File: src/rtl/vacuum_grip_defs.vh
// Constants shared by the vacuum grip sequencer design files
`ifndef VACUUM_GRIP_DEFS_VH
`define VACUUM_GRIP_DEFS_VH
// Mode selection codes
`define MODE_AUTO 2'b00
`define MODE_ADV 2'b01
// Object status codes
`define OBJ_UNKNOWN 2'b00
`define OBJ_MIN_SECURED 2'b01
`define OBJ_MAX_SECURED 2'b10
`define OBJ_LOST 2'b11
// Fault codes
`define FLT_NONE 4'h0
`define FLT_POROUS 4'h3
`define FLT_GRIP_TIMEOUT 4'h6
// Vacuum thresholds, percent of full scale (drop level in tenths)
`define PCT_FULL 8'h64
`define PCT_DETECT 8'h0A
`define PCT_CONTINUOUS 8'h1E
`define PERMILLE_DROP 10'h005
// Auto mode hold band margin below peak, percent
`define AUTO_BAND 8'h0A
// Timing in milliseconds
`define AUTO_GRIP_MS 2000
`define AUTO_LOW_MS 1000
`define ADV_LOW_MS 100
`define VALVE_HOLD_MS 100
// Timeout request unit, milliseconds per count
`define TIMEOUT_UNIT_MS 100
// Clock rate in kHz (250 MHz)
`define CLK_KHZ 250000
// AXI4-Lite register byte offsets
`define ADDR_CTRL 8'h00
`define ADDR_LEVELS 8'h04
`define ADDR_STATUS 8'h08
`define ADDR_VACUUM 8'h0C
// Control register fields
`define CTRL_GO 0
`define CTRL_REL 1
`define CTRL_MODE_LO 8
// Status register fields
`define ST_OBJ_LO 0
`define ST_FLT_LO 4
`define ST_GEN 8
`define ST_VALVE 9
`define ST_DROP 10
// AXI responses
`define RESP_OKAY 2'b00
`define RESP_SLVERR 2'b10
`endif

File: src/rtl/ms_timer.v
// Millisecond-based up counter with a running millisecond count
`timescale 1ns/1ps
module ms_timer #(
	parameter CYC_PER_MS = 250000, // Clock cycles in one millisecond
	parameter MS_W = 16 // Width of the millisecond count
) (
	// Clock and reset
	input wire ref_clk,
	input wire nrst,
	// Control
	input wire restart,
	// Result
	output reg [MS_W-1:0] ms_q
);
	reg [31:0] cyc_q; // Cycles within the current millisecond
	// Count cycles, then milliseconds; saturate so a stuck state still reads long
	always @(posedge ref_clk or negedge nrst) begin
		if (!nrst) begin
			cyc_q <= 32'h0;
			ms_q <= {MS_W{1'b0}};
		end else if (restart) begin
			cyc_q <= 32'h0;
			ms_q <= {MS_W{1'b0}};
		end else if (cyc_q == CYC_PER_MS - 1) begin
			cyc_q <= 32'h0;
			if (ms_q != {MS_W{1'b1}}) begin
				ms_q <= ms_q + 1'b1;
			end
		end else begin
			cyc_q <= cyc_q + 32'h1;
		end
	end
endmodule // ms_timer

File: src/rtl/axil_regs.v
// AXI4-Lite slave holding the request registers and reading back status
`timescale 1ns/1ps
`include "vacuum_grip_defs.vh"
module axil_regs (
	// Clock and reset
	input wire ref_clk,
	input wire nrst,
	// Write address and data
	input wire [7:0] s_axi_awaddr,
	input wire s_axi_awvalid,
	output wire s_axi_awready,
	input wire [31:0] s_axi_wdata,
	input wire [3:0] s_axi_wstrb,
	input wire s_axi_wvalid,
	output wire s_axi_wready,
	// Write response
	output reg [1:0] s_axi_bresp,
	output reg s_axi_bvalid,
	input wire s_axi_bready,
	// Read
	input wire [7:0] s_axi_araddr,
	input wire s_axi_arvalid,
	output wire s_axi_arready,
	output reg [31:0] s_axi_rdata,
	output reg [1:0] s_axi_rresp,
	output reg s_axi_rvalid,
	input wire s_axi_rready,
	// Register contents
	output reg [31:0] ctrl_q,
	output reg [31:0] levels_q,
	output reg settings_wr,
	input wire [31:0] status,
	input wire [7:0] vacuum
);
	reg aw_q; // Write address held
	reg w_q; // Write data held
	reg [7:0] awaddr_q;
	reg [31:0] wdata_q;
	reg [3:0] wstrb_q;
	reg [31:0] mask;
	integer i;
	assign s_axi_awready = !aw_q && !s_axi_bvalid;
	assign s_axi_wready = !w_q && !s_axi_bvalid;
	assign s_axi_arready = !s_axi_rvalid;
	// Byte mask from strobes
	always @* begin
		mask = 32'h0;
		for (i = 0; i < 4; i = i + 1) begin
			mask[i*8 +: 8] = {8{wstrb_q[i]}}; // Low byte in lane 0
		end
	end
	// Write path: address and data in either order, response after both
	always @(posedge ref_clk or negedge nrst) begin
		if (!nrst) begin
			aw_q <= 1'b0;
			w_q <= 1'b0;
			awaddr_q <= 8'h0;
			wdata_q <= 32'h0;
			wstrb_q <= 4'h0;
			s_axi_bvalid <= 1'b0;
			s_axi_bresp <= `RESP_OKAY;
			ctrl_q <= 32'h0;
			levels_q <= 32'h0;
			settings_wr <= 1'b0;
		end else begin
			settings_wr <= 1'b0;
			if (s_axi_awvalid && s_axi_awready) begin
				aw_q <= 1'b1;
				awaddr_q <= s_axi_awaddr;
			end
			if (s_axi_wvalid && s_axi_wready) begin
				w_q <= 1'b1;
				wdata_q <= s_axi_wdata;
				wstrb_q <= s_axi_wstrb;
			end
			if (aw_q && w_q) begin
				aw_q <= 1'b0;
				w_q <= 1'b0;
				s_axi_bvalid <= 1'b1;
				s_axi_bresp <= `RESP_OKAY;
				if (awaddr_q == `ADDR_CTRL) begin
					ctrl_q <= (ctrl_q & ~mask) | (wdata_q & mask);
					// Mode change restarts a grip like a settings write
					if (mask[`CTRL_MODE_LO] &&
						wdata_q[`CTRL_MODE_LO+1:`CTRL_MODE_LO] !=
						ctrl_q[`CTRL_MODE_LO+1:`CTRL_MODE_LO]) begin
						settings_wr <= 1'b1;
					end
				end else if (awaddr_q == `ADDR_LEVELS) begin
					levels_q <= (levels_q & ~mask) | (wdata_q & mask);
					settings_wr <= 1'b1;
				end else if (awaddr_q == `ADDR_STATUS || awaddr_q == `ADDR_VACUUM) begin
					s_axi_bresp <= `RESP_OKAY; // Read-only, write ignored
				end else begin
					s_axi_bresp <= `RESP_SLVERR; // Illegal place refused
				end
			end
			if (s_axi_bvalid && s_axi_bready) begin
				s_axi_bvalid <= 1'b0;
			end
		end
	end
	// Read path: one cycle from address to data
	always @(posedge ref_clk or negedge nrst) begin
		if (!nrst) begin
			s_axi_rvalid <= 1'b0;
			s_axi_rdata <= 32'h0;
			s_axi_rresp <= `RESP_OKAY;
		end else if (s_axi_arvalid && s_axi_arready) begin
			s_axi_rvalid <= 1'b1;
			s_axi_rresp <= `RESP_OKAY;
			if (s_axi_araddr == `ADDR_CTRL) begin
				s_axi_rdata <= ctrl_q;
			end else if (s_axi_araddr == `ADDR_LEVELS) begin
				s_axi_rdata <= levels_q;
			end else if (s_axi_araddr == `ADDR_STATUS) begin
				s_axi_rdata <= status; // Status readback
			end else if (s_axi_araddr == `ADDR_VACUUM) begin
				s_axi_rdata <= {24'h0, vacuum};
			end else begin
				s_axi_rdata <= 32'h0;
				s_axi_rresp <= `RESP_SLVERR; // Illegal place refused
			end
		end else if (s_axi_rvalid && s_axi_rready) begin
			s_axi_rvalid <= 1'b0;
		end
	end
endmodule // axil_regs

File: src/rtl/vacuum_grip_sequencer.v
// Grip and release sequencer for a vacuum gripper, with AXI4-Lite registers
//
// Register access over AXI4-Lite and the address map were decided locally.
`timescale 1ns/1ps
`include "vacuum_grip_defs.vh"
// What this block does
// - Mode 00 selects automatic, self-chosen thresholds
// - Auto grip pursues maximum vacuum, 2 s
// - Auto peak below 30% goes continuous
// - Auto steady at 30% or more: derive band, hold
// - Auto regrip: below 10% or 1 s low
// - Release: valve open, drop below 0.5%, 0.1 s
// - Mode 01 selects advanced, user settings only
// - Advanced reports 01 at min, 10 at max
// - Advanced hold alternates between secured codes
// - Advanced: below 10% or 0.1 s low ends the grip, no regrip
// - Max 100% or unreachable: continuous, no 10
// - Auto porous: no fault, run continuously
// - Advanced porous sets fault 3
// - Object lost reports status 11
// - Grip accepted sets status 00 first
// - After max, stop until min, restart
// - Advanced: no object within timeout sets fault 6
// - Retry needs go toggle; settings restart
// - Release at ambient reports 11, then close
module vacuum_grip_sequencer #(
	parameter CYC_PER_MS = `CLK_KHZ // Clock in kHz is cycles per millisecond
) (
	// Clock and reset
	input wire ref_clk,
	input wire nrst,
	// AXI4-Lite write address and data
	input wire [7:0] s_axi_awaddr,
	input wire s_axi_awvalid,
	output wire s_axi_awready,
	input wire [31:0] s_axi_wdata,
	input wire [3:0] s_axi_wstrb,
	input wire s_axi_wvalid,
	output wire s_axi_wready,
	// AXI4-Lite write response
	output wire [1:0] s_axi_bresp,
	output wire s_axi_bvalid,
	input wire s_axi_bready,
	// AXI4-Lite read
	input wire [7:0] s_axi_araddr,
	input wire s_axi_arvalid,
	output wire s_axi_arready,
	output wire [31:0] s_axi_rdata,
	output wire [1:0] s_axi_rresp,
	output wire s_axi_rvalid,
	input wire s_axi_rready,
	// Vacuum sensing: percent of full vacuum and tenths of percent
	input wire [7:0] vacuum_pct,
	input wire [9:0] vacuum_permille,
	input wire sample_valid,
	// Robot moved away by the set distance during release
	input wire moved_away,
	// Actuators
	output reg generator_on_q,
	output reg valve_open_q
);
	localparam S_IDLE = 3'd0; // Standby
	localparam S_GRIP = 3'd1; // Pursuing maximum
	localparam S_HOLD_GEN = 3'd2; // Holding, generator running
	localparam S_HOLD_OFF = 3'd3; // Holding, generator stopped
	localparam S_CONT = 3'd4; // Continuous generation
	localparam S_REL = 3'd5; // Valve open, waiting for drop
	localparam S_REL_HOLD = 3'd6; // Valve held after drop
	localparam S_DONE = 3'd7; // Grip ended (timeout or lost)

	wire [31:0] ctrl_q; // Control register
	wire [31:0] levels_q; // Level and timeout register
	wire settings_wr; // Pulse on a settings change
	wire [15:0] ms; // Milliseconds in current phase
	wire [15:0] low_ms; // Milliseconds spent below minimum
	reg [2:0] state_q, state_d;
	reg [1:0] obj_q, obj_d;
	reg [3:0] flt_q, flt_d;
	reg drop_q, drop_d;
	reg [7:0] peak_q, peak_d; // Highest level seen in the grip
	reg [7:0] amin_q, amin_d; // Auto derived minimum
	reg [7:0] amax_q, amax_d; // Auto derived maximum
	reg [7:0] prev_q; // Previous sample for steadiness test
	reg stale_q, stale_d; // Needs go toggle or new settings
	reg gen_d, valve_d;
	reg phase_restart;
	reg low_now;
	wire go = ctrl_q[`CTRL_GO];
	wire rel_req = ctrl_q[`CTRL_REL];
	wire [1:0] mode_select = ctrl_q[`CTRL_MODE_LO+1:`CTRL_MODE_LO];
	wire [7:0] max_level_request = levels_q[7:0];
	wire [7:0] min_level_request = levels_q[15:8];
	wire [7:0] timeout_request = levels_q[23:16];
	wire is_auto = (mode_select == `MODE_AUTO);
	wire is_adv = (mode_select == `MODE_ADV);
	wire [7:0] lo_th = is_auto ? amin_q : min_level_request;
	wire [7:0] hi_th = is_auto ? amax_q : max_level_request;
	// Grip time limit in ms; advanced uses only the requested timeout
	wire [15:0] grip_ms = is_auto ? 16'd`AUTO_GRIP_MS :
		timeout_request * 16'd`TIMEOUT_UNIT_MS;
	wire [15:0] lowlim_ms = is_auto ? 16'd`AUTO_LOW_MS : 16'd`ADV_LOW_MS;
	wire steady = (vacuum_pct == prev_q) || (vacuum_pct + 8'd1 == prev_q) ||
		(prev_q + 8'd1 == vacuum_pct);

	// Register slave
	axil_regs u_regs (
		.ref_clk(ref_clk),
		.nrst(nrst),
		.s_axi_awaddr(s_axi_awaddr),
		.s_axi_awvalid(s_axi_awvalid),
		.s_axi_awready(s_axi_awready),
		.s_axi_wdata(s_axi_wdata),
		.s_axi_wstrb(s_axi_wstrb),
		.s_axi_wvalid(s_axi_wvalid),
		.s_axi_wready(s_axi_wready),
		.s_axi_bresp(s_axi_bresp),
		.s_axi_bvalid(s_axi_bvalid),
		.s_axi_bready(s_axi_bready),
		.s_axi_araddr(s_axi_araddr),
		.s_axi_arvalid(s_axi_arvalid),
		.s_axi_arready(s_axi_arready),
		.s_axi_rdata(s_axi_rdata),
		.s_axi_rresp(s_axi_rresp),
		.s_axi_rvalid(s_axi_rvalid),
		.s_axi_rready(s_axi_rready),
		.ctrl_q(ctrl_q),
		.levels_q(levels_q),
		.settings_wr(settings_wr),
		.status({21'h0, drop_q, valve_open_q, generator_on_q, flt_q, 2'b00, obj_q}),
		.vacuum(prev_q) // Last valid sample, lines carry junk between samples
	);

	// Phase timer on the own clock
	ms_timer #(.CYC_PER_MS(CYC_PER_MS), .MS_W(16)) u_phase (
		.ref_clk(ref_clk),
		.nrst(nrst),
		.restart(phase_restart),
		.ms_q(ms)
	);

	// Time spent below the hold minimum
	ms_timer #(.CYC_PER_MS(CYC_PER_MS), .MS_W(16)) u_low (
		.ref_clk(ref_clk),
		.nrst(nrst),
		.restart(!low_now),
		.ms_q(low_ms)
	);

	// Below-minimum only counts while holding; judged on the last valid
	// sample so idle sensor cycles do not keep restarting the timer
	always @* begin
		low_now = (state_q == S_HOLD_GEN || state_q == S_HOLD_OFF ||
			state_q == S_CONT) && (prev_q < lo_th);
	end

	// Sequencer next state
	always @* begin
		state_d = state_q;
		obj_d = obj_q;
		flt_d = flt_q;
		drop_d = drop_q;
		peak_d = peak_q;
		amin_d = amin_q;
		amax_d = amax_q;
		stale_d = stale_q;
		gen_d = 1'b0;
		valve_d = 1'b0;
		phase_restart = 1'b0;
		// Retry needs the go bit cleared, new settings also clear it
		if (!go || settings_wr) begin
			stale_d = 1'b0;
		end
		// A finished release must not start another one
		if (rel_req && go && state_q != S_REL && state_q != S_REL_HOLD &&
			state_q != S_IDLE && !(state_q == S_DONE && drop_q)) begin
			// Release from any gripping state
			state_d = S_REL;
			phase_restart = 1'b1;
			drop_d = 1'b0;
		end else begin
			case (state_q)
				S_IDLE: begin
					if (go && !rel_req && !stale_q && (is_auto || is_adv)) begin
						state_d = S_GRIP;
						obj_d = `OBJ_UNKNOWN;
						flt_d = `FLT_NONE;
						peak_d = 8'h0;
						drop_d = 1'b0;
						phase_restart = 1'b1;
					end
				end
				S_GRIP: begin
					gen_d = 1'b1;
					if (sample_valid && vacuum_pct > peak_q) begin
						peak_d = vacuum_pct;
					end
					if (is_auto) begin
						// Steady level over detect threshold sets the band
						// Steady but under 30% waits for the continuous decision
						if (sample_valid && vacuum_pct > `PCT_DETECT && steady &&
							vacuum_pct >= `PCT_CONTINUOUS &&
							ms >= 16'd`AUTO_GRIP_MS / 16'd4) begin
							amax_d = vacuum_pct;
							amin_d = (vacuum_pct > `AUTO_BAND + `PCT_DETECT) ?
								vacuum_pct - `AUTO_BAND : `PCT_DETECT;
							obj_d = `OBJ_MAX_SECURED;
							state_d = S_HOLD_OFF;
						end else if (ms >= grip_ms) begin
							// Low peak or no steady level: run continuously
							if (peak_q < `PCT_CONTINUOUS || peak_q <= `PCT_DETECT) begin
								state_d = S_CONT;
								amin_d = `PCT_DETECT;
								amax_d = `PCT_FULL;
							end else begin
								state_d = S_CONT;
								amin_d = peak_q - `AUTO_BAND;
								amax_d = `PCT_FULL;
							end
						end
					end else begin
						if (sample_valid && max_level_request < `PCT_FULL &&
							vacuum_pct >= max_level_request) begin
							obj_d = `OBJ_MAX_SECURED;
							state_d = S_HOLD_OFF;
						end else if (sample_valid && vacuum_pct >= min_level_request &&
							obj_q == `OBJ_UNKNOWN) begin
							obj_d = `OBJ_MIN_SECURED;
						end
						if (ms >= grip_ms) begin
							if (obj_q == `OBJ_MIN_SECURED) begin
								// Max not reachable: keep generating
								state_d = S_CONT;
								phase_restart = 1'b1;
							end else if (state_d == S_GRIP) begin
								flt_d = `FLT_GRIP_TIMEOUT;
								obj_d = `OBJ_LOST;
								state_d = S_DONE;
								stale_d = 1'b1;
							end
						end
					end
				end
				S_HOLD_OFF: begin
					// Generator stopped until decay to the minimum
					if (sample_valid && vacuum_pct <= lo_th) begin
						obj_d = `OBJ_MIN_SECURED;
						state_d = S_HOLD_GEN;
						phase_restart = 1'b1;
					end
				end
				S_HOLD_GEN: begin
					gen_d = 1'b1;
					if (sample_valid && vacuum_pct >= hi_th) begin
						obj_d = `OBJ_MAX_SECURED;
						state_d = S_HOLD_OFF;
						// Fast cycling hints at porous material
						if (is_adv && ms == 16'd0) begin
							flt_d = `FLT_POROUS;
						end
					end
				end
				S_CONT: begin
					gen_d = 1'b1;
					if (sample_valid && vacuum_pct >= lo_th && obj_q == `OBJ_UNKNOWN) begin
						obj_d = `OBJ_MIN_SECURED;
					end
					if (ms >= grip_ms && obj_q == `OBJ_UNKNOWN && is_adv) begin
						flt_d = `FLT_GRIP_TIMEOUT;
						obj_d = `OBJ_LOST;
						state_d = S_DONE;
						stale_d = 1'b1;
					end
				end
				S_REL: begin
					valve_d = 1'b1;
					if (sample_valid && vacuum_permille < `PERMILLE_DROP) begin
						drop_d = 1'b1;
						obj_d = `OBJ_LOST;
						state_d = S_REL_HOLD;
						phase_restart = 1'b1;
					end
				end
				S_REL_HOLD: begin
					// Close after the hold time and once the robot is clear
					if (ms >= 16'd`VALVE_HOLD_MS && moved_away) begin
						state_d = S_DONE;
					end else begin
						valve_d = 1'b1;
					end
				end
				default: begin
					// Ended grip: wait for go low or new settings
					if (!go || settings_wr || !rel_req) begin
						if (!go || settings_wr) begin
							state_d = S_IDLE;
						end
					end
				end
			endcase
		end
		// Loss while holding: below 10% or too long below minimum
		if (state_q == S_HOLD_GEN || state_q == S_HOLD_OFF ||
			(state_q == S_CONT && obj_q != `OBJ_UNKNOWN)) begin
			if ((sample_valid && vacuum_pct < `PCT_DETECT) || low_ms >= lowlim_ms) begin
				obj_d = `OBJ_LOST;
				state_d = S_DONE;
				stale_d = !is_auto;
				gen_d = 1'b0;
			end
		end
		// Auto mode regrips itself; new settings restart any grip
		if (state_q == S_DONE && is_auto && go && !rel_req && obj_q == `OBJ_LOST &&
			!drop_q) begin
			state_d = S_IDLE;
		end
		if (settings_wr && go && !rel_req && state_q != S_REL && state_q != S_REL_HOLD) begin
			state_d = S_IDLE;
			stale_d = 1'b0;
		end
	end

	// Sequencer state registers
	always @(posedge ref_clk or negedge nrst) begin
		if (!nrst) begin
			state_q <= S_IDLE;
			obj_q <= `OBJ_UNKNOWN;
			flt_q <= `FLT_NONE;
			drop_q <= 1'b0;
			peak_q <= 8'h0;
			amin_q <= `PCT_DETECT;
			amax_q <= `PCT_FULL;
			prev_q <= 8'h0;
			stale_q <= 1'b0;
			generator_on_q <= 1'b0;
			valve_open_q <= 1'b0;
		end else begin
			state_q <= state_d;
			obj_q <= obj_d;
			flt_q <= flt_d;
			drop_q <= drop_d;
			peak_q <= peak_d;
			amin_q <= amin_d;
			amax_q <= amax_d;
			if (sample_valid) begin
				prev_q <= vacuum_pct;
			end
			stale_q <= stale_d;
			generator_on_q <= gen_d;
			valve_open_q <= valve_d;
		end
	end
endmodule // vacuum_grip_sequencer

File: config.mk
export PLATFORM = sky130hd
export DESIGN_NAME = vacuum_grip_sequencer
export DESIGN_NICKNAME = d
export VERILOG_FILES = /design/src/rtl/ms_timer.v /design/src/rtl/axil_regs.v /design/src/rtl/vacuum_grip_sequencer.v
export VERILOG_INCLUDE_DIRS = /design/src /design/src/rtl
export SDC_FILE = /design/constraint.sdc
export NUM_CORES = 1
export LEC_CHECK = 0
export ABC_AREA = 1
export BUFFER_PORTS_ARGS = -buffer_cell sky130_fd_sc_hd__buf_2
export CORE_UTILIZATION = 35
export CTS_CLUSTER_DIAMETER = 50
export DETAILED_ROUTE_END_ITERATION = 7
export PLACE_DENSITY = 0.57
export SLEW_MARGIN = 20
export SYNTH_ARGS = -nofsm -noshare
export SYNTH_HDL_FRONTEND = slang
export SYNTH_SLANG_ARGS = --single-unit
File: constraint.sdc
create_clock -name ref_clk -period 7.4 [get_ports ref_clk]
set_clock_uncertainty 0.15 [all_clocks]
set_input_delay 0.37 -clock ref_clk [delete_from_list [all_inputs] [get_ports ref_clk]]
set_output_delay 0.37 -clock ref_clk [all_outputs]
set_load 0.01 [all_outputs]
Word level (Yosys, flattened, before mapping)
Cells that the tools add are included.

Add/subtract/negate cells: 8. Multipliers: 1. Magnitude comparators: 19. Eq/ne operators: 40. Multiplexer cells: 126. Bitwise gates (word level): 8. Reduce and logical (&&, ||, !) cells: 96.

Operator list (number): 32-bit 2-to-1 mux (7); 32-bit AND (3); 16-bit 2-to-1 mux (6); 8-bit 2-to-1 mux (11); 3-bit 2-to-1 mux (23); 32-bit by 1-bit adder with 32-bit output, second input constant (2); 32-bit by 18-bit == test with 1-bit output, second input constant (2); 32-bit OR (2); 1-bit logical AND (48); 2-bit 2-to-1 mux (23); 1-bit 2-to-1 mux (38); 16-bit by 1-bit adder with 16-bit output, second input constant (2); 8-bit by 4-bit == test with 1-bit output, second input constant (4); 8-bit >= comparator (4); 4-bit 2-to-1 mux (8); 16-bit != test, second input constant (2); 32-bit inverter (1); 8-bit == test (3); 3-bit one-hot mux with 7 select lines (1); 2-bit nonzero test (9); 8-bit by 1-bit adder with 8-bit output, second input constant (2); 8-bit by 3-bit == test with 1-bit output, second input constant (2); 16-bit by 10-bit >= comparator with 1-bit output (1); 16-bit by 15-bit >= comparator with 1-bit output (1); other kinds (45) (93).

Register bits after elaboration: 290. Input port bits: 79. Output and inout bits: 43. Logic and storage cells: 326.

Logic depth before layout (Yosys ltp)
Gate-level depths: netlist of run 1.

Depth in word-level cells: 18. Mapped depth: 32. Depth with buffers taken out: 32.

Cells and area by module
From an unflattened synthesis of run 1, not the netlist that was laid out.

Cells, all modules: 2580. Area total of the unflattened synthesis: 18734.2 um2.

Modules (own cells, without submodules): axil_regs (instances 1, cells each 779, area an instance 6839.1 um2, sequential area each 3678.5 um2); ms_timer (instances 2, cells each 450, area an instance 3012.9 um2, sequential area each 1201.2 um2); vacuum_grip_sequencer (instances 1, cells each 901, area an instance 5869.4 um2, sequential area each 1107.3 um2).

Least setup slack after synthesis of run 1
No wires, ideal clock.

Kind: flip-flop to flip-flop. From: reg (tool-made name). To: reg u_phase.ms_q[6]. Setup time: 0.096 ns. Data arrival time: 4.376 ns. Required time: 7.154 ns. Path slack: 2.779 ns. Stages on the path, launching flop included: 31. Path buffers: 1. Clock period less this slack: 4.621 ns. Path through: dfrtp_1 -> ha_1 -> ha_1 -> fa_1 -> ha_1 -> inv_1 -> nor2_1 -> o21ai_0 -> nand2_1 -> nand2_1 -> nand2_1 -> nand2_1 -> nand2_1 -> nand2_1 -> nand2_1 -> a21oi_1 -> xor2_1 -> or2_2 -> ha_1 -> inv_1 -> nor2_1 -> nand2_1 -> inv_1 -> a21oi_1 -> nand3_2 -> nand3_1 -> inv_1 -> a21oi_1 -> clkbuf_1 -> nand4_1 -> o31ai_1.

RTL lines: to (signal assigned) (RTL line ms_timer.v:20) `ms_q <= {MS_W{1'b0}};`; to (signal assigned) (RTL line ms_timer.v:23) `ms_q <= {MS_W{1'b0}};`; to (signal assigned) (RTL line ms_timer.v:27) `ms_q <= ms_q + 1'b1;`; to (decl) (RTL line ms_timer.v:13) `output reg [MS_W-1:0] ms_q`.

==> run metrics, run 1 <==
WP data required 7.69 ns; clk buf depth 3; final worst path period share 77.9%; Die Footprint 0.0497 mm²; CTS H-tree depth 2; routed length per placed instance 15.9 µm; Yosys top cell by area dfrtp_1; Core Region 0.0479 mm²; asr flop ratio synth 100%; CTS Root Cell clkbuf_16; die width 223 µm; CP arrival 6.05 ns; #FFs+latches synth 287; via count of the first global-routing pass 14,900; Clk pin slew, worst setup/hold paths 0.06 ns; DR vias/cell 5.11; DRC Markers 0; worst rel slew slack 24.3%; Post-CTS Setup Bufs 0; gpl congestion 0.900; top cell type's share of synthesized area 41.3%; die height 223 µm; MaxCap Viol Count 0; Primary FF master, synth dfrtp_1; post-synthesis sequential area ratio 42.1%; Crit Path Category reg2reg; drt pass-1 iters 5; Max Fanout on Critical Path 48; top post-synthesis cells by area dfrtp_1, nand2_1, ha_1, nor2_1, inv_1; ANT nets after route 0; antenna violations before repair 2; largest stage delay on the critical path 0.61 ns; CTS tree done; FP Rows 80; hpwl dp 33,800 µm; final WL 47,100 µm; Cell Area, Synth 0.0171 mm²; pre-CTS WS 1.66 ns; Synth Instances 2,172; CTS Buf Count 38; crit path launch type flip-flop; cell repeated most along the worst path nand2_1; port buffer count 119; Synth Area in Compound Gates 11.3%; ant diodes 0; fin nets 2,508; RSZ-0062 raised after global routing false; CP top delay family adder cells; Synth Area in XOR/XNOR 4.31%; Clock Latency Late Sink 0.57 ns; Slew @ Worst Pin 1.13 ns; GRT Total Usage 19.2%; Setup-failing EPs final 0; hold_buf cts 47; multiplexer share of the synthesized area 0.725%; grt ovf 0; Leak 9.56 nW; Slew Limit Fails 0; Syn Area/Cell 7.87 µm²; number of vias in the routed layout 15,100; Tmin final 5.76 ns; Area Growth Syn to Fin 17.3%; Initial Utilization 35.6%; Hold Violations, Final 0; boundary pin count 122; Synth warnings 0; first-pass GRT wire length 77,400 µm; dpl cells 2,848; fin worst setup slack 1.64 ns; largest net degree at the start of global routing 178; Hold/Removal Path Class in2reg; Layout Cells excl Fill 2,963; CP max-delay cell a21oi_1; Synth Area in Adders 8.11%; Fmax achieved 174 MHz; Post-CTS Resized 0; post-synthesis simple-gate area fraction 25.8%; crit path buf inv count 5; CP Capture Type flip-flop; Fin Setup TNS 0 ns; largest family of logic cells by synthesized area simple AND/OR/NAND/NOR gates; Initial DRC Count 990; Peak VDD IR 0.201 mV; clock tree sinks 287; PD cells 266 mW/mm²; outcome finished, final reports clean; EDFF count, synth 0; post-synth cell types 49; fraction of layout cells with a size suffix above 1 10.9%
==> worst register-to-register path: cells and delay by family, from the launching register on <==
kind / cells / cell delay, ns
compound gates: 5 / 1.40
xor+xnor: 1 / 0.07
fa+ha+maj: 5 / 1.72
buf+inv: 5 / 0.56
flops: 1 / 0.44
simple gates: 14 / 1.29
==> cell usage after synthesis, types with 6 or more instances <==
master      n
nor2_1    269
nor3_1     51
o31ai_1    24
o21ai_0   148
nand2_1   447
xor2_1     73
o22ai_1     7
a21oi_1   132
mux2_2     11
ha_1      106
inv_1     245
nand2_2     7
nand4_1    57
dfrtp_1   282
o211ai_1    6
xnor2_1    11
a221oi_1    7
buf_2       9
clkbuf_1   41
buf_4      11
nand3_1   108
o21ai_1     8
nor2_2      6
inv_2      12
nor4_1     24
a31oi_1    11
==> area by class of cell <==
class | count | area (µm²)
clock inverters | 20 | 310
clock buffers | 48 | 1060
well taps | 615 | 769
flip-flops and latches | 287 | 7190
inverters | 257 | 965
fillers | 4807 | 27900
repair buffers | 174 | 1150
multi-input cells | 1562 | 8600
==> worst paths after layout <==
path | endpoint | cells past startpoint | startpoint | slack [ns]
min in group asynchronous | u_regs.awaddr_q[4] | 2 | nrst | 0.33
worst max register to register | u_phase.ms_q[6] | 30 | flip-flop | 1.64
worst min-delay path | prev_q[0] | 3 | vacuum_pct[0] | 0.04
max in group asynchronous | u_phase.cyc_q[17] | 3 | nrst | 5.28
worst min register to register | u_low.cyc_q[0] | 1 | u_low.cyc_q[0] | 0.31
worst max-delay path | u_phase.ms_q[6] | 30 | flip-flop | 1.64
==> power breakdown <==
part | switching [mW] | leakage, nW | internal, mW
combinational | 0.830 | 5.16 | 0.461
sequential | 0.192 | 3.74 | 1.84
clock | 0.760 | 0.664 | 1.24
==> cell usage in the layout (no fill, tap or decap), types with 6 or more instances in the layout <==
cell	instances
buf_2	118
dfrtp_1	282
o22ai_1	7
nor2_1	268
xor2_1	73
nor2_2	7
a21oi_1	132
mux2_2	11
o21ai_1	8
o21ai_0	148
nor3_1	51
nand4_1	57
inv_2	12
clkbuf_16	39
a31oi_1	11
o31ai_1	24
a221oi_1	7
nand3_1	108
dlygate4sd3_1	47
xnor2_1	11
nand2_2	8
ha_1	106
o211ai_1	6
nand2_1	446
bufinv_16	6
buf_4	7
inv_1	245
nor4_1	24
==> routing by layer <==
metal  share of wire (%)  routed length [µm]  GRT usage, %  vias to the layer above
li1                    -                   -             -                     7479
met1                  45               21100          24.7                     7185
met2                  47               22100          31.7                      371
met3                 4.7                2230          2.98                      101
met4                 3.6                1690          8.57                        4
met5               0.055                  26             0                        -
==> per-stage QoR <==
step	power (mW)	area [µm²]	hold slack (ns)	util [%]
2_1_floorplan	2.92	17100	-0.0756	-
3_3_place_gp	3.29	18200	0.285	38.0
3_5_place_dp	3.32	18200	0.300	38.0
4_1_cts	5.37	20000	0.0201	41.8
5_1_grt	5.65	20000	0.0430	41.8
6_report	5.32	20000	0.0394	41.8
==> logic make-up after synthesis <==
| group | count (synthesis) |
|---|---|
| DFF | 287 |
| other | 1 |
| AOI/OAI and AO/OA | 354 |
| and+or+nand+nor | 1002 |
| buffers and inverters | 324 |
| muxes | 11 |
| adders and majority gates | 109 |
| xor gates and xnor gates | 84 |
Power figures use the tool's default switching activity.
==> run 2, diff against run 1 <==
Settings changed: ABC_AREA 1 to 0.
Clock period 7.4 ns to 5.7 ns, I/O delays scaled along.
==> run 2 against run 1 <==
  * Synthesized cell count shrank 27%
  * Sequential cell count did not move
  * Clock-buffer cell count is 4 higher
  * Critical endpoint is now u_phase.cyc_q[14]
  * Global-route usage shrank 1.4 points
  * Die area shrank 5.0%
  * Power increased by 34%
  * Largest power group unchanged
  * Clock power grew 25%
  * Critical path type unchanged
==> run metrics, run 2 <==
EDFF count, synth 0; port buffer count 119; worst rel slew slack 31.0%; Hold/Removal Path Class in2reg; Crit Path Category reg2reg; Initial DRC Count 779; post-synth cell types 80; Post-CTS Setup Bufs 0; Storage cell area 0.00719 mm²; final worst path period share 93.7%; CP arrival 5.66 ns; Clock Latency Late Sink 0.56 ns; commonest non-fill, non-tap cell in the layout dfrtp_1; outcome finished, final reports clean; Hold Violations, Final 0; clock tree sinks 287; Core Region 0.0456 mm²; Pwr Total 7.12 mW; Slew Limit Fails 0; number of vias in the routed layout 12,500; die height 217 µm; Slew @ Worst Pin 1.03 ns; Synth Instances 1,589; hpwl dp 28,800 µm; Max Fanout on Critical Path 31; gpl congestion 0.860; MaxCap Viol Count 0; grt ovf 0; DR vias/cell 5.24; top cell type's share of synthesized area 43.5%; via count of the first global-routing pass 12,500; Layout Utilization 42.4%; crit path launch type flip-flop; Fin Setup TNS 0 ns; largest net degree at the start of global routing 140; CP Capture Type flip-flop; Setup-failing EPs final 0; Synth warnings 0; antenna violations before repair 1; CTS Root Cell clkbuf_16; Peak VDD IR 0.239 mV; RSZ-0062 raised after global routing false; GRT Total Usage 17.8%; DRC Markers 0; Primary FF master, synth dfrtp_1; Cell Area, Synth 0.0162 mm²; ANT nets after route 0; commonest cells after routing, fill and taps aside dfrtp_1, nor2_1, mux2_2, buf_2, ha_1; Initial Utilization 35.6%; Die Footprint 0.0472 mm²; CTS Buf Count 39; CTS tree done; Syn Area/Cell 10.2 µm²; clk buf depth 3; Fmax achieved 187 MHz; Leak 9.00 nW; boundary pin count 122; final WL 41,300 µm; cell with the most instances after synthesis dfrtp_1; top post-synthesis cells by area dfrtp_1, mux2_2, ha_1, nor2_1, xor2_1; WP data required 6.02 ns; Area Growth Syn to Fin 19.0%; Tmin final 5.34 ns; PD cells 369 mW/mm²; asr flop ratio synth 100%; CTS H-tree depth 2; die width 217 µm; Post-synth top cells dfrtp_1, nor2_1, mux2_2; fillers 4,377; routed length per placed instance 17.4 µm; Yosys top cell by area dfrtp_1; #FFs+latches synth 287; drt pass-1 iters 5; area of the multi-input gates 0.00857 mm²; fraction of layout cells with a size suffix above 1 19.9%; first-pass GRT wire length 67,200 µm; post-synthesis sequential area ratio 44.3%; Clk pin slew, worst setup/hold paths 0.06 ns; FP Rows 78; fin nets 1,936
==> run 2: cell count changes after synthesis, sizes merged, moves of 32 or more <==
cell and change:
a21oi -83, inv -189, mux2 +119, mux2i +41, nand2 -350, nand3 -57, nor2 -56, nor3 -32
o21ai -118, xnor2 +46
==> run 2: metrics by stage <==
step	area (µm²)	std cells	hold WS (ns)	setup WS, ns
6_report	19300	2379	0.0434	0.362
5_1_grt	19300	2378	0.0370	0.00502
4_1_cts	19300	2378	0.0161	0.130
3_5_place_dp	17500	2259	0.194	0.192
3_3_place_gp	17500	2259	0.193	0.307
2_1_floorplan	16200	1590	-0.161	0.675
==> run 2: kinds of logic after synthesis <==
| logic type | share of synthesized area, % |
|---|---|
| and+or+nand+nor | 16.3 |
| DFF | 44.3 |
| AOI/OAI and AO/OA | 9.43 |
| muxes | 11.8 |
| buffers and inverters | 3.25 |
| xor gates and xnor gates | 6.37 |
| adders and majority gates | 8.54 |
| other | 0.0231 |
==> run 2: timing repair <==
item	in CTS	in global routing
hold endpoints to repair	128	0
hold buffers	48	0
resized for setup	0	8
setup endpoints to repair	0	68
==> run 2: power breakdown <==
| group | switching [mW] | internal (mW) |
|---|---|---|
| Sequential | 0.387 | 2.41 |
| Clock | 0.970 | 1.52 |
| Combinational | 0.979 | 0.845 |
==> run 2: routing by layer <==
metal	GRT usage [%]	part of all wire [%]
met1	23.8	46
met2	29.7	49
met3	2.98	3.6
met4	4.46	1.8
met5	0	0.029
==> run 2: worst paths after layout <==
check	slack, ns	to	cells past startpoint	startpoint
hold / removal	0.04	peak_q[3]	3	vacuum_pct[3]
hold reg to reg	0.32	u_phase.cyc_q[0]	1	u_phase.cyc_q[0]
max in group asynchronous	3.82	prev_q[1]	3	nrst
setup reg to reg	0.36	u_phase.cyc_q[14]	21	flip-flop
min in group asynchronous	0.17	u_low.cyc_q[18]	2	nrst
setup / recovery	0.36	u_phase.cyc_q[14]	21	flip-flop
==> run 2: cell type report <==
type | instances | area share [%]
Sequential cell | 287 | 37.2
Multi-Input combinational cell | 1171 | 44.4
Inverter | 69 | 1.34
Antenna cell | 1 | 0.0130
Clock inverter | 19 | 1.19
Clock buffer | 52 | 5.73
Tap cell | 600 | 3.89
Timing Repair Buffer | 180 | 6.26
==> run 2: critical path, cell delays in order, from the launching register on <==
cell,delay [ns]
dfrtp_1,0.43
ha_1,0.31
ha_1,0.31
fa_1,0.46
ha_1,0.34
a21oi_1,0.22
o21ai_0,0.11
a21oi_1,0.22
o21ai_0,0.12
a21oi_1,0.18
xnor2_1,0.13
nand2_1,0.07
ha_1,0.35
a21o_1,0.20
a211o_1,0.30
a41oi_2,0.26
o31ai_4,0.17
nand3_1,0.13
o311ai_2,0.15
or2_0,0.31
buf_12,0.19
nor2_1,0.12
